===== config.mk =====
export PLATFORM = sky130hd
export DESIGN_NAME = dmr_ctrl
export DESIGN_NICKNAME = d
export VERILOG_FILES = /design/src/pkg/dmr_pkg.sv /design/src/rtl/dmr_ctrl.sv /design/src/rtl/dmr_sync.sv /design/src/rtl/dmr_delay.sv
export SDC_FILE = /design/constraint.sdc
export NUM_CORES = 1
export LEC_CHECK = 0
export BUFFER_PORTS_ARGS = -buffer_cell sky130_fd_sc_hd__buf_2
export CELL_PAD_IN_SITES_DETAIL_PLACEMENT = 1
export CELL_PAD_IN_SITES_GLOBAL_PLACEMENT = 2
export CORE_MARGIN = 5
export CORE_UTILIZATION = 45
export DETAILED_ROUTE_END_ITERATION = 8
export PLACE_DENSITY = 0.86
export SLEW_MARGIN = 20
export SYNTH_ARGS = -nofsm -noshare
export SYNTH_HDL_FRONTEND = slang
export SYNTH_SLANG_ARGS = --single-unit

===== constraint.sdc =====
create_clock -name clk -period 10.78 [get_ports clk]
set_clock_uncertainty 0.15 [all_clocks]
set_input_delay 2.156 -clock clk [delete_from_list [all_inputs] [get_ports clk]]
set_output_delay 2.156 -clock clk [all_outputs]
set_load 0.005 [all_outputs]

===== src/pkg/dmr_pkg.sv =====
// Package for the fourth/fifth mode-register block: select codes, field
// positions, decode enumerations and the command/address carrier struct.
// Assumes the command/address bus is sampled by the block's own clock.
package dmr_pkg;

    // Mode-register select codes on the bank group and bank address pins.
    localparam logic [2:0] DMR_SEL_MR4 = 3'h4;
    localparam logic [2:0] DMR_SEL_MR5 = 3'h5;

    // Width of the mode-register image.
    localparam int DMR_MR_W = 22;

    // Field positions of the select code.
    localparam int DMR_SEL_HI = 20;
    localparam int DMR_SEL_LO = 18;

    // Fourth mode register field positions.
    localparam int DMR4_WPRE  = 12;
    localparam int DMR4_RPRE  = 11;
    localparam int DMR4_RPTR  = 10;
    localparam int DMR4_SRAB  = 9;
    localparam int DMR4_CAL_HI = 8;
    localparam int DMR4_CAL_LO = 6;
    localparam int DMR4_SOFT_ROW_REPAIR  = 5;
    localparam int DMR4_VMON  = 4;
    localparam int DMR4_TCR   = 3;
    localparam int DMR4_TCRR  = 2;
    localparam int DMR4_MPSM  = 1;

    // Fifth mode register field positions.
    localparam int DMR5_RSV21 = 21;
    localparam int DMR5_RSV17 = 17;
    localparam int DMR5_RSV13 = 13;
    localparam int DMR5_RBI   = 12;
    localparam int DMR5_WBI   = 11;
    localparam int DMR5_MASK  = 10;
    localparam int DMR5_PERS  = 9;
    localparam int DMR5_PARK_HI = 8;
    localparam int DMR5_PARK_LO = 6;
    localparam int DMR5_TBUF  = 5;
    localparam int DMR5_PERR  = 4;
    localparam int DMR5_CERR  = 3;
    localparam int DMR5_PL_HI = 2;
    localparam int DMR5_PL_LO = 0;

    // Reset values of the two registers.
    localparam logic [21:0] DMR4_RESET = 22'h000000;
    localparam logic [21:0] DMR5_RESET = 22'h000000;

    // Readout page 2 location 0 bit that reports soft repair support.
    localparam int DMR_RDO_SOFT_ROW_REPAIR = 6;
    localparam logic [1:0] DMR_RDO_PAGE2 = 2'h2;

    // Command address latency codes in clocks.
    localparam logic [3:0] DMR_CAL_0 = 4'h0;
    localparam logic [3:0] DMR_CAL_3 = 4'h3;
    localparam logic [3:0] DMR_CAL_4 = 4'h4;
    localparam logic [3:0] DMR_CAL_5 = 4'h5;
    localparam logic [3:0] DMR_CAL_6 = 4'h6;
    localparam logic [3:0] DMR_CAL_8 = 4'h8;

    // Parity latency in clocks.
    localparam logic [2:0] DMR_PL_0 = 3'h0;
    localparam logic [2:0] DMR_PL_4 = 3'h4;
    localparam logic [2:0] DMR_PL_5 = 3'h5;
    localparam logic [2:0] DMR_PL_6 = 3'h6;

    // Preamble lengths in clocks.
    localparam logic [1:0] DMR_PRE_1 = 2'h1;
    localparam logic [1:0] DMR_PRE_2 = 2'h2;

    // Refresh range limits in degrees Celsius and the skip threshold.
    localparam int DMR_TEMP_NORMAL_MAX = 85;
    localparam int DMR_TEMP_EXT_MAX    = 105;
    localparam int DMR_TEMP_SKIP_BELOW = 45;

    // Parked termination selection in fractions of the reference unit.
    typedef enum logic [2:0] {
        DMR_PARK_OFF  = 3'h0,
        DMR_PARK_RZ4  = 3'h1,
        DMR_PARK_RZ2  = 3'h2,
        DMR_PARK_RZ6  = 3'h3,
        DMR_PARK_RZ1  = 3'h4,
        DMR_PARK_RZ5  = 3'h5,
        DMR_PARK_RZ3  = 3'h6,
        DMR_PARK_RZ7  = 3'h7
    } dmr_park_t;

    // Command/address bus as sampled at the pins.
    typedef struct packed {
        logic        cs_n;
        logic        act_n;
        logic        ras_n;
        logic        cas_n;
        logic        we_n;
        logic [1:0]  bg;
        logic [1:0]  ba;
        logic [17:0] addr;
    } dmr_ca_t;

    // Decoded settings presented to the rest of the device.
    typedef struct packed {
        logic [1:0]  wr_pre_clocks;
        logic [1:0]  rd_pre_clocks;
        logic        rd_pre_train;
        logic        sr_abort;
        logic [3:0]  cal_clocks;
        logic        soft_row_repair;
        logic        ref_monitor;
        logic        temp_refresh;
        logic        ext_range;
        logic        max_power_save;
        logic        rd_bus_inversion;
        logic        wr_bus_inversion;
        logic        write_byte_mask;
        logic        parity_persist;
        dmr_park_t   parked_termination;
        logic        term_buf_off_pd;
        logic [2:0]  parity_clocks;
    } dmr_cfg_t;

endpackage


===== src/rtl/dmr_ctrl.sv =====
// Fourth and fifth mode-register logic of the memory device.
// Assumes the controller clock arrives on ck_pin and is slower than clk;
// command/address pins are sampled on its rising edges.
// Overview of operation
// - Readout page 2 bit 6 reports repair support
// - One repair row per bank, undone appropriately
// - Read preamble length one or two clocks
// - Training drives preamble pattern on strobe
// - Temperature refresh may skip external refreshes
// - Range selects 85 or 105 degree limit
// - Command taken latency clocks after select
// - Monitor routes reference onto low data lines
// - Power save ignores all but exit, reset
// - Bits 12, 11, 10 enable inversions, mask
// - Bit 9 enables persistent parity errors
// - Bits 8:6 select parked termination
// - Bit 5 disables termination buffer in power-down
// - Bits 4 and 3 report parity, CRC errors
// - Bits 2:0 select parity latency
// - Parity checking pauses on flag unless persistent
// - Parity flag sticks until mode set clears
module dmr_ctrl #(
    parameter int  BANKS      = 16,
    parameter int  ROW_W      = 18,
    parameter int  CAL_DEPTH  = 8,
    parameter bit  SOFT_ROW_REPAIR_AVAIL = 1'b1
) (
    input  wire logic             clk,
    input  wire logic             rst_n,
    input  wire logic             ce,
    input  wire logic             ck_pin,
    input  wire dmr_pkg::dmr_ca_t ca_pin,
    input  wire logic             power_down,
    input  wire logic             parity_err_evt,
    input  wire logic             crc_err_evt,
    input  wire logic             mpsm_exit,
    input  wire logic             repair_req,
    input  wire logic [3:0]       repair_bank,
    input  wire logic [ROW_W-1:0] repair_row,
    input  wire logic [3:0]       lookup_bank,
    input  wire logic [ROW_W-1:0] lookup_row,
    input  wire logic [1:0]       rdo_page,
    input  wire logic [1:0]       rdo_loc,
    input  wire logic             dq_ref_level,
    output logic [7:0]            rdo_data,
    output logic                  lookup_hit,
    output dmr_pkg::dmr_cfg_t     cfg,
    output logic [21:0]           fifth_mode_settings,
    output logic [21:0]           fourth_mode_settings,
    output logic                  parity_check_en,
    output logic                  cmd_valid,
    output dmr_pkg::dmr_ca_t      cmd_ca,
    output logic                  pre_train_strobe,
    output logic [3:0]            dq_mon_out,
    output logic [3:0]            dq_mon_oe,
    output logic                  refresh_skip_ok
);
    localparam int CA_W = $bits(dmr_pkg::dmr_ca_t);

    logic             ck_s;
    logic             ck_d_reg;
    logic             ck_rise;
    logic [CA_W-1:0]  ca_s;
    dmr_pkg::dmr_ca_t ca_dly;
    logic [21:0]      mr4_reg;
    logic [21:0]      mr5_reg;
    logic [21:0]      mr5_next;
    logic             perr_reg;
    logic             cerr_reg;
    logic [ROW_W-1:0] rep_row_reg [BANKS];
    logic [BANKS-1:0] rep_vld_reg;
    logic             train_reg;
    logic [21:0]      mode_word;
    logic [2:0]       mode_sel;
    logic             is_mrs;
    logic             wr_mr4;
    logic             wr_mr5;
    logic             mpsm;
    logic [3:0]       cal_tap;
    logic [2:0]       cal_code;
    logic [2:0]       pl_code;
    logic             sensor_cool;

    // Synchronise the link clock and every command/address pin.
    dmr_sync u_ck_sync (
        .clk   (clk),
        .rst_n (rst_n),
        .ce    (ce),
        .d     (ck_pin),
        .q     (ck_s)
    );

    genvar g;
    generate
        for (g = 0; g < CA_W; g++) begin : g_ca
            dmr_sync u_sync (
                .clk   (clk),
                .rst_n (rst_n),
                .ce    (ce),
                .d     (ca_pin[g]),
                .q     (ca_s[g])
            );
        end
    endgenerate

    // Rising edge of the synchronised link clock.
    always_ff @(posedge clk) begin
        if (!rst_n) begin
            ck_d_reg <= 1'b0;
        end else if (ce) begin
            ck_d_reg <= ck_s;
        end
    end
    assign ck_rise = ck_s & ~ck_d_reg;

    // Command address latency decode into clocks.
    assign cal_code = mr4_reg[dmr_pkg::DMR4_CAL_HI:dmr_pkg::DMR4_CAL_LO];
    always_comb begin
        unique case (cal_code)
            3'h1:    cal_tap = dmr_pkg::DMR_CAL_3;
            3'h2:    cal_tap = dmr_pkg::DMR_CAL_4;
            3'h3:    cal_tap = dmr_pkg::DMR_CAL_5;
            3'h4:    cal_tap = dmr_pkg::DMR_CAL_6;
            3'h5:    cal_tap = dmr_pkg::DMR_CAL_8;
            default: cal_tap = dmr_pkg::DMR_CAL_0;
        endcase
    end

    // Select is taken now; command/address is taken latency clocks later.
    dmr_delay #(
        .W     (CA_W),
        .DEPTH (CAL_DEPTH)
    ) u_cal (
        .clk   (clk),
        .rst_n (rst_n),
        .ce    (ce),
        .step  (ck_rise),
        .tap   (cal_tap),
        .din   (ca_s),
        .dout  (ca_dly)
    );

    // Command decode; select comes from the delayed word, the rest is now.
    dmr_pkg::dmr_ca_t ca_now;
    assign ca_now    = ca_s;
    logic cs_then;
    assign cs_then   = ~ca_dly.cs_n;
    assign mpsm      = mr4_reg[dmr_pkg::DMR4_MPSM];
    assign is_mrs    = ck_rise && cs_then && ca_now.act_n &&
                       !ca_now.ras_n && !ca_now.cas_n && !ca_now.we_n;
    assign mode_word = {ca_now.bg, ca_now.ba, ca_now.addr};
    assign mode_sel  = mode_word[dmr_pkg::DMR_SEL_HI:dmr_pkg::DMR_SEL_LO];
    assign wr_mr4    = is_mrs && !mpsm &&
                       (mode_sel == dmr_pkg::DMR_SEL_MR4);
    assign wr_mr5    = is_mrs && !mpsm &&
                       (mode_sel == dmr_pkg::DMR_SEL_MR5);
    assign cmd_valid = ck_rise && cs_then && !mpsm;
    assign cmd_ca    = ca_now;

    // Fourth mode register; exit clears the power-save bit only.
    always_ff @(posedge clk) begin
        if (!rst_n) begin
            mr4_reg <= dmr_pkg::DMR4_RESET;
        end else if (ce) begin
            if (mpsm && mpsm_exit) begin
                mr4_reg[dmr_pkg::DMR4_MPSM] <= 1'b0;
            end else if (wr_mr4) begin
                mr4_reg <= mode_word;
            end
        end
    end

    // Fifth mode register image with the error flags kept separately.
    assign mr5_next = wr_mr5 ? mode_word : mr5_reg;
    always_ff @(posedge clk) begin
        if (!rst_n) begin
            mr5_reg <= dmr_pkg::DMR5_RESET;
        end else if (ce) begin
            mr5_reg <= mr5_next;
        end
    end

    // Sticky error flags: a detected error wins over a clearing write.
    always_ff @(posedge clk) begin
        if (!rst_n) begin
            perr_reg <= 1'b0;
            cerr_reg <= 1'b0;
        end else if (ce) begin
            if (parity_err_evt && parity_check_en) begin
                perr_reg <= 1'b1;
            end else if (wr_mr5) begin
                perr_reg <= mode_word[dmr_pkg::DMR5_PERR];
            end
            if (crc_err_evt) begin
                cerr_reg <= 1'b1;
            end else if (wr_mr5) begin
                cerr_reg <= mode_word[dmr_pkg::DMR5_CERR];
            end
        end
    end

    // Parity checking runs when a latency is set and flag allows it.
    assign pl_code = mr5_reg[dmr_pkg::DMR5_PL_HI:dmr_pkg::DMR5_PL_LO];
    assign parity_check_en = (cfg.parity_clocks != dmr_pkg::DMR_PL_0) &&
                             (!perr_reg || mr5_reg[dmr_pkg::DMR5_PERS]);

    // Register images; the status bits show the flags.
    always_comb begin
        fifth_mode_settings = mr5_reg;
        fifth_mode_settings[dmr_pkg::DMR5_PERR] = perr_reg;
        fifth_mode_settings[dmr_pkg::DMR5_CERR] = cerr_reg;
    end
    assign fourth_mode_settings = mr4_reg;

    // Decoded configuration.
    always_comb begin
        cfg = '0;
        cfg.wr_pre_clocks = mr4_reg[dmr_pkg::DMR4_WPRE] ?
                            dmr_pkg::DMR_PRE_2 : dmr_pkg::DMR_PRE_1;
        cfg.rd_pre_clocks = mr4_reg[dmr_pkg::DMR4_RPRE] ?
                            dmr_pkg::DMR_PRE_2 : dmr_pkg::DMR_PRE_1;
        cfg.rd_pre_train  = mr4_reg[dmr_pkg::DMR4_RPTR];
        cfg.sr_abort      = mr4_reg[dmr_pkg::DMR4_SRAB];
        cfg.cal_clocks    = cal_tap;
        cfg.soft_row_repair = mr4_reg[dmr_pkg::DMR4_SOFT_ROW_REPAIR];
        cfg.ref_monitor   = mr4_reg[dmr_pkg::DMR4_VMON];
        cfg.temp_refresh  = mr4_reg[dmr_pkg::DMR4_TCR];
        cfg.ext_range     = mr4_reg[dmr_pkg::DMR4_TCRR];
        cfg.max_power_save = mpsm;
        cfg.rd_bus_inversion = mr5_reg[dmr_pkg::DMR5_RBI];
        cfg.wr_bus_inversion = mr5_reg[dmr_pkg::DMR5_WBI];
        cfg.write_byte_mask  = mr5_reg[dmr_pkg::DMR5_MASK];
        cfg.parity_persist   = mr5_reg[dmr_pkg::DMR5_PERS];
        cfg.parked_termination = dmr_pkg::dmr_park_t'(
            mr5_reg[dmr_pkg::DMR5_PARK_HI:dmr_pkg::DMR5_PARK_LO]);
        cfg.term_buf_off_pd  = mr5_reg[dmr_pkg::DMR5_TBUF] &&
                               power_down;
        unique case (pl_code)
            3'h1:    cfg.parity_clocks = dmr_pkg::DMR_PL_4;
            3'h2:    cfg.parity_clocks = dmr_pkg::DMR_PL_5;
            3'h3:    cfg.parity_clocks = dmr_pkg::DMR_PL_6;
            default: cfg.parity_clocks = dmr_pkg::DMR_PL_0;
        endcase
    end

    // Soft repair table: one row per bank, dropped on power-down.
    always_ff @(posedge clk) begin
        if (!rst_n) begin
            rep_vld_reg <= '0;
        end else if (ce) begin
            if (power_down) begin
                rep_vld_reg <= '0;
            end else if (repair_req && mr4_reg[dmr_pkg::DMR4_SOFT_ROW_REPAIR]) begin
                rep_vld_reg[repair_bank] <= 1'b1;
            end
        end
    end
    always_ff @(posedge clk) begin
        if (ce && repair_req && mr4_reg[dmr_pkg::DMR4_SOFT_ROW_REPAIR]) begin
            rep_row_reg[repair_bank] <= repair_row;
        end
    end
    assign lookup_hit = rep_vld_reg[lookup_bank] &&
                        (rep_row_reg[lookup_bank] == lookup_row);

    // Readout page 2 location 0 reports repair support.
    always_ff @(posedge clk) begin
        if (!rst_n) begin
            rdo_data <= 8'h00;
        end else if (ce) begin
            rdo_data <= 8'h00;
            if (rdo_page == dmr_pkg::DMR_RDO_PAGE2 && rdo_loc == 2'h0) begin
                rdo_data[dmr_pkg::DMR_RDO_SOFT_ROW_REPAIR] <= SOFT_ROW_REPAIR_AVAIL;
            end
        end
    end

    // Training pattern: strobe toggles each link edge while enabled.
    always_ff @(posedge clk) begin
        if (!rst_n) begin
            train_reg <= 1'b0;
        end else if (ce) begin
            if (!mr4_reg[dmr_pkg::DMR4_RPTR]) begin
                train_reg <= 1'b0;
            end else if (ck_rise) begin
                train_reg <= ~train_reg;
            end
        end
    end
    assign pre_train_strobe = train_reg;

    // Reference monitor drives the four lowest data lines.
    assign dq_mon_out = {4{dq_ref_level}};
    assign dq_mon_oe  = {4{mr4_reg[dmr_pkg::DMR4_VMON]}};

    // Temperature refresh may skip when the sensor reads cool.
    assign sensor_cool = 1'b1;
    assign refresh_skip_ok = mr4_reg[dmr_pkg::DMR4_TCR] &&
                             sensor_cool;
endmodule


===== src/rtl/dmr_sync.sv =====
// Two-flop synchroniser for one bit.
// Assumes the input comes from outside the clk domain.
module dmr_sync (
    input  wire logic clk,
    input  wire logic rst_n,
    input  wire logic ce,
    input  wire logic d,
    output logic      q
);
    logic meta_reg;

    // First stage feeds only the second stage.
    always_ff @(posedge clk) begin
        if (!rst_n) begin
            meta_reg <= 1'b0;
            q        <= 1'b0;
        end else if (ce) begin
            meta_reg <= d;
            q        <= meta_reg;
        end
    end
endmodule


===== src/rtl/dmr_delay.sv =====
// Programmable shift delay for the command/address word.
// Assumes the tap is stable while commands are in flight.
module dmr_delay #(
    parameter int W     = 26,
    parameter int DEPTH = 8
) (
    input  wire logic         clk,
    input  wire logic         rst_n,
    input  wire logic         ce,
    input  wire logic         step,
    input  wire logic [3:0]   tap,
    input  wire logic [W-1:0] din,
    output logic [W-1:0]      dout
);
    logic [W-1:0] line_reg [DEPTH+1];
    logic [W-1:0] sel;

    // Tap zero passes the current word; tap t gives the word t edges old.
    assign sel = (tap == 4'h0) ? din : line_reg[tap - 4'h1];

    // Shift once per link edge.
    always_ff @(posedge clk) begin
        if (!rst_n) begin
            for (int i = 0; i <= DEPTH; i++) begin
                line_reg[i] <= '1;
            end
        end else if (ce && step) begin
            line_reg[0] <= din;
            for (int i = 1; i <= DEPTH; i++) begin
                line_reg[i] <= line_reg[i-1];
            end
        end
    end

    assign dout = sel;
endmodule


# == Word-level counts from Yosys, hierarchy flattened ==
# Memories as Yosys holds them, arrays and structs flattened.
# Index checks and enable logic that the tools add are counted.
# classes
n_bitwise,15
add_sub_neg,1
n_lt_le_gt_ge,3
n_mux,35
reduce_logical,40
eq_ne,13
# ops
op,count
27-bit 2-to-1 mux,10
16-bit 2-to-1 mux,2
1-bit logical AND,20
4-bit case mux with 5 select lines,1
18-bit equality test,1
1-bit 2-to-1 mux,16
16-bit bitwise OR,1
3-bit by 2-bit equality test with 1-bit output (second input constant),4
3-bit equality test (second input constant),4
2-bit AND reduction,6
4-bit by 5-bit less-than comparator with 1-bit output (second input constant),2
1-bit bitwise OR,9
3-bit case mux with 3 select lines,1
2-bit nonzero test,4
3-bit by 1-bit equality test with 1-bit output (second input constant),2
2-bit 2-to-1 mux,3
1-bit logical NOT,5
1-bit binary-select mux with 4-bit select,1
1-bit demux with 4-bit select,1
4-bit by 1-bit >= comparator with 1-bit output (second input constant),1
4-bit logical NOT,1
1-bit inverter,4
4-bit by 1-bit subtractor with 4-bit output (second input constant),1
3-bit AND reduction,1
6 further kinds,6
# totals
word_cells,174
output_inout_bits,118
n_memories,2
inputBits,85
regBits,121
mem_bits_rw,531
# memory_table
memory,depth,word_bits,rd,rd_ports_with_merged_regs,wr,line,rtl
rep_row_reg,16,18,1,0,1,dmr_ctrl.sv:70,logic [ROW_W-1:0] rep_row_reg [BANKS];
u_cal.line_reg,9,27,9,0,9,dmr_delay.sv:15,logic [W-1:0] line_reg [DEPTH+1];

# == Logic depth before layout (Yosys ltp) ==
# An unclocked memory read counts as a cell.
# logic_depth
word_depth,15
ltp_mapped,13

# == By module ==
# Synthesis repeated with hierarchy kept, for this count alone.
# unflattened
hier_cells,1797
hier_area_um2,27317.4
# modules_own_cells
module,seq_area_each_um2,n_inst,area_per_inst_um2,cells_each
dmr_ctrl,9909.5,1,14144.8,855
dmr_delay,7297.0,1,11140.7,774
dmr_sync,40.0,28,72.6,6

# == Worst setup path after synthesis ==
# No wires, ideal clock.
# synth_timing
path_kind,input -> output
start,input port lookup_bank[1]
end,output port lookup_hit
stages,10
t_arrival_ns,4.183
path_buffers,4
slack_ns,4.291
path_cell_list,buf_2 -> buf_2 -> buf_2 -> buf_2 -> mux2i_1 -> nor2_1 -> a221o_1 -> o41ai_1 -> o21ai_0 -> nor4_2
# synth_via
elab_chain_cells,3
elab_cells_between_ends,5
cone_classes,eq/ne: 1; mux: 2; reduce/logical: 1; memory: 1
# synth_lines
item,line,rtl
start: declaration,dmr_ctrl.sv:40,"input wire logic [3:0] lookup_bank,"
memory read 16 x 18 bit / 1-bit binary-select mux with 4-bit select (equally long branches),n/a,
18-bit equality test / 1-bit 2-to-1 mux (equally long branches),"dmr_ctrl.sv:264, dmr_ctrl.sv:263",
1-bit logical AND (*),dmr_ctrl.sv:263,assign lookup_hit = rep_vld_reg[lookup_bank] &&
end: declaration,dmr_ctrl.sv:46,"output logic lookup_hit,"
# Every way passes the cells marked *; elsewhere a longest branch is shown, timed or not. The select of a mux whose other input is x is not followed.

# == Final worst setup path ==
# layout_timing
start,input port lookup_bank[2]
end,output port lookup_hit
# Same word-level chain as after synthesis.

==> qor.yml <==
placement:
  routabilityCongestion: 0.745
  dp_hpwl_um: 26700
  port_buffers: 190
  post-place-cells: 1684
logic_synthesis:
  synth.distinct_cells: 53
  ys.flop_type: "edfxtp_1"
  synthTopCellsByArea: "edfxtp_1, dfxtp_1, mux4_2"
  ys_seq_elements: 416
  synthArstFlopShare: 0
  synth_common_cells: "edfxtp_1, mux2i_1, dfxtp_1"
  syn-mean-instance-area_um2: 15.9
  yosysTopAreaCellShare: 0.525
  syn_area_um2: 17000
  synth_top_area_cell: "edfxtp_1"
  ys_seq_area_frac: 0.666
  synth_edf_count: 297
  ys.warnings.count: 0
  netlist_instances: 1067
  yosysMostFrequentCell: "edfxtp_1"
timing:
  finalCriticalPeriod_ns: 7.83
  drv_slew: 0
  finalSetupViolations: 0
  whs_ns: 0.281
  maxSlewHeadroom: 0.308
  fin_crit_sh: 0.726
  setup_tns_ns: 0
  hold_violations: 0
  fmaxAchievable_ghz: 0.128
  rsz0062_at_grt: "no"
  tightest_slew_ns: 1.03
die:
  std_cell_rows: 71
  io_pins: 203
  die-height_um: 204
  dieArea_um2: 41700
  core_area_um2: 37500
  die_x_um: 204
  start_util: 0.453
cts:
  clock-sinks: 416
  cts_hold_buf: 0
  clk_latency_ns: 0.58
  cts_buffers: 43
  clk_path_buf_depth: 3
  cts_tree: "done"
  post_cts_buffers: 0
  clkTransAtPathRegs_ns: 0.06
  cts-root-buf: "clkbuf_16"
  cts.htree.levels: 2
  ctsResizeCount: 0
grt:
  antenna_found_initial: 3
  overflow: 0
  grt_pass1_wl_um: 64000
  grt_util_all_layers: 0.203
  grt_start_max_net_pins: 82
  first_global_vias: 10352
route:
  num_vias: 9610
  wl_per_cell_um: 23.9
  drc: 0
  first_pass_iters: 5
  drt-initial-drc-count: 676
  viasPerCell: 5.44
  wirelength_um: 42200
  ant_nets: 0
run:
  maxCapViolCount: 0
power_and_ir_drop:
  p_leak_nw: 7.00
  p_per_area_nw_per_um2: 174
  fin_total_pwr_w: 0.00341
  peakVddDrop_uv: 115
critical_path:
  crit_type: "input pin to primary output"
  crit_fanout: 37
  crit_path_start_kind: "input pin"
  critPathRequiredTime_ns: 8.47
  arrival_ns: 5.52
  critPathCaptureType: "primary output"
layout:
  drive_above_1_share: 0.306
  n_antenna_cell: 0
  layout.cells.non_filler: 1765
  final_util: 0.521
  largest_reg_flops: 288
  area_delta_synth_final_pct: 15.1
  nNetsFinal: 1306
run_status:
  status: "finished, final reports clean"
hold_path:
  hp-class: "register to register"
-- worst paths after layout --
path / depth (start not counted) / slack, ns / startpoint / to
worst max-delay path: 9 / 2.95 / lookup_bank[2] / lookup_hit
worst min-delay path: 2 / 0.28 / mr5_reg[19]$_SDFFE_PN0P_ / mr5_reg[19]$_SDFFE_PN0P_
worst max register to register: 11 / 7.29 / fourth_mode_settings[6]$_SDFFE_PN0P_ / fourth_mode_settings[15]$_SDFFE_PN0P_
worst min register to register: 2 / 0.28 / mr5_reg[19]$_SDFFE_PN0P_ / mr5_reg[19]$_SDFFE_PN0P_
-- cell type report --
cell class,instances,area [um^2]
repair buffers,214,1140
flip-flops and latches,416,11300
clock inverters,30,303
clock buffers,50,1120
inverters,13,48.8
multi-input cells,531,4990
well taps,511,639
fillers,3667,17900
-- worst max-delay path: stages --
cell and delay (ns):
buf_4 0.45, buf_4 0.56, mux4_1 0.40, mux4_2 0.50
xnor2_1 0.23, nand3_1 0.15, or3_1 0.46, nor4_2 0.36
buf_2 0.19
-- routing by layer --
metal | wire length (um) | vias up | part of all wire | track usage
li1 | - | 4225 | - | -
met1 | 16900 | 4909 | 0.40 | 0.259
met2 | 20900 | 406 | 0.50 | 0.341
met3 | 3560 | 64 | 0.084 | 0.0638
met4 | 769 | 6 | 0.018 | 0.0488
met5 | 35 | - | 0.00083 | 0
-- cell families (layout without fill, tap and decap cells) --
kind of cell,Yosys count,count (layout),synth area share
flops,416,416,0.666
simple gates,232,232,0.0764
mux,199,199,0.174
buf+inv,126,307,0.0453
compound gates,65,65,0.0241
xor+xnor,26,26,0.0134
fa+ha+maj,2,2,0.00147
other cells,1,7,0.000221
-- placed cells by master (no fill, tap or decap), types with 4 or more instances in the layout --
master	synthesis	final
a22oi_1	4	4
or2_2	9	9
o21ai_0	13	12
nand3_1	7	7
nor2_2	0	11
buf_4	66	27
nor2_1	52	40
nor3_1	8	4
bufinv_16	0	5
clkbuf_16	0	43
clkinv_2	0	9
clkbuf_1	22	4
buf_2	15	187
nor2b_1	99	99
mux4_2	75	75
nor3_2	1	4
edfxtp_1	297	297
a21oi_1	21	21
nand2_1	27	27
inv_1	13	13
nand2b_1	6	6
xnor2_1	19	19
o21a_1	4	4
a221oi_1	4	4
a31oi_1	4	4
xor2_1	7	7
mux2i_1	123	123
clkinv_1	0	11
conb_1	1	7
dfxtp_1	119	119
-- where the power goes --
| group | total (W) | switching [W] | internal, W |
|---|---|---|---|
| logic | 0.000170 | 0.0000958 | 0.0000740 |
| clock network | 0.00151 | 0.000637 | 0.000870 |
| registers | 0.00173 | 0.00000830 | 0.00172 |
| total | 0.00341 | 0.000741 | 0.00266 |
-- per-stage QoR --
| stage | worst slack (ns) | cell area (um^2) |
|---|---|---|
| 2_1_floorplan | 4.29 | 17000 |
| 3_3_place_gp | 2.98 | 18100 |
| 3_5_place_dp | 2.93 | 18100 |
| 4_1_cts | 2.89 | 19500 |
| 5_1_grt | 2.69 | 19500 |
| 6_report | 2.95 | 19500 |
Note: power is estimated with default switching activity, not from simulation.
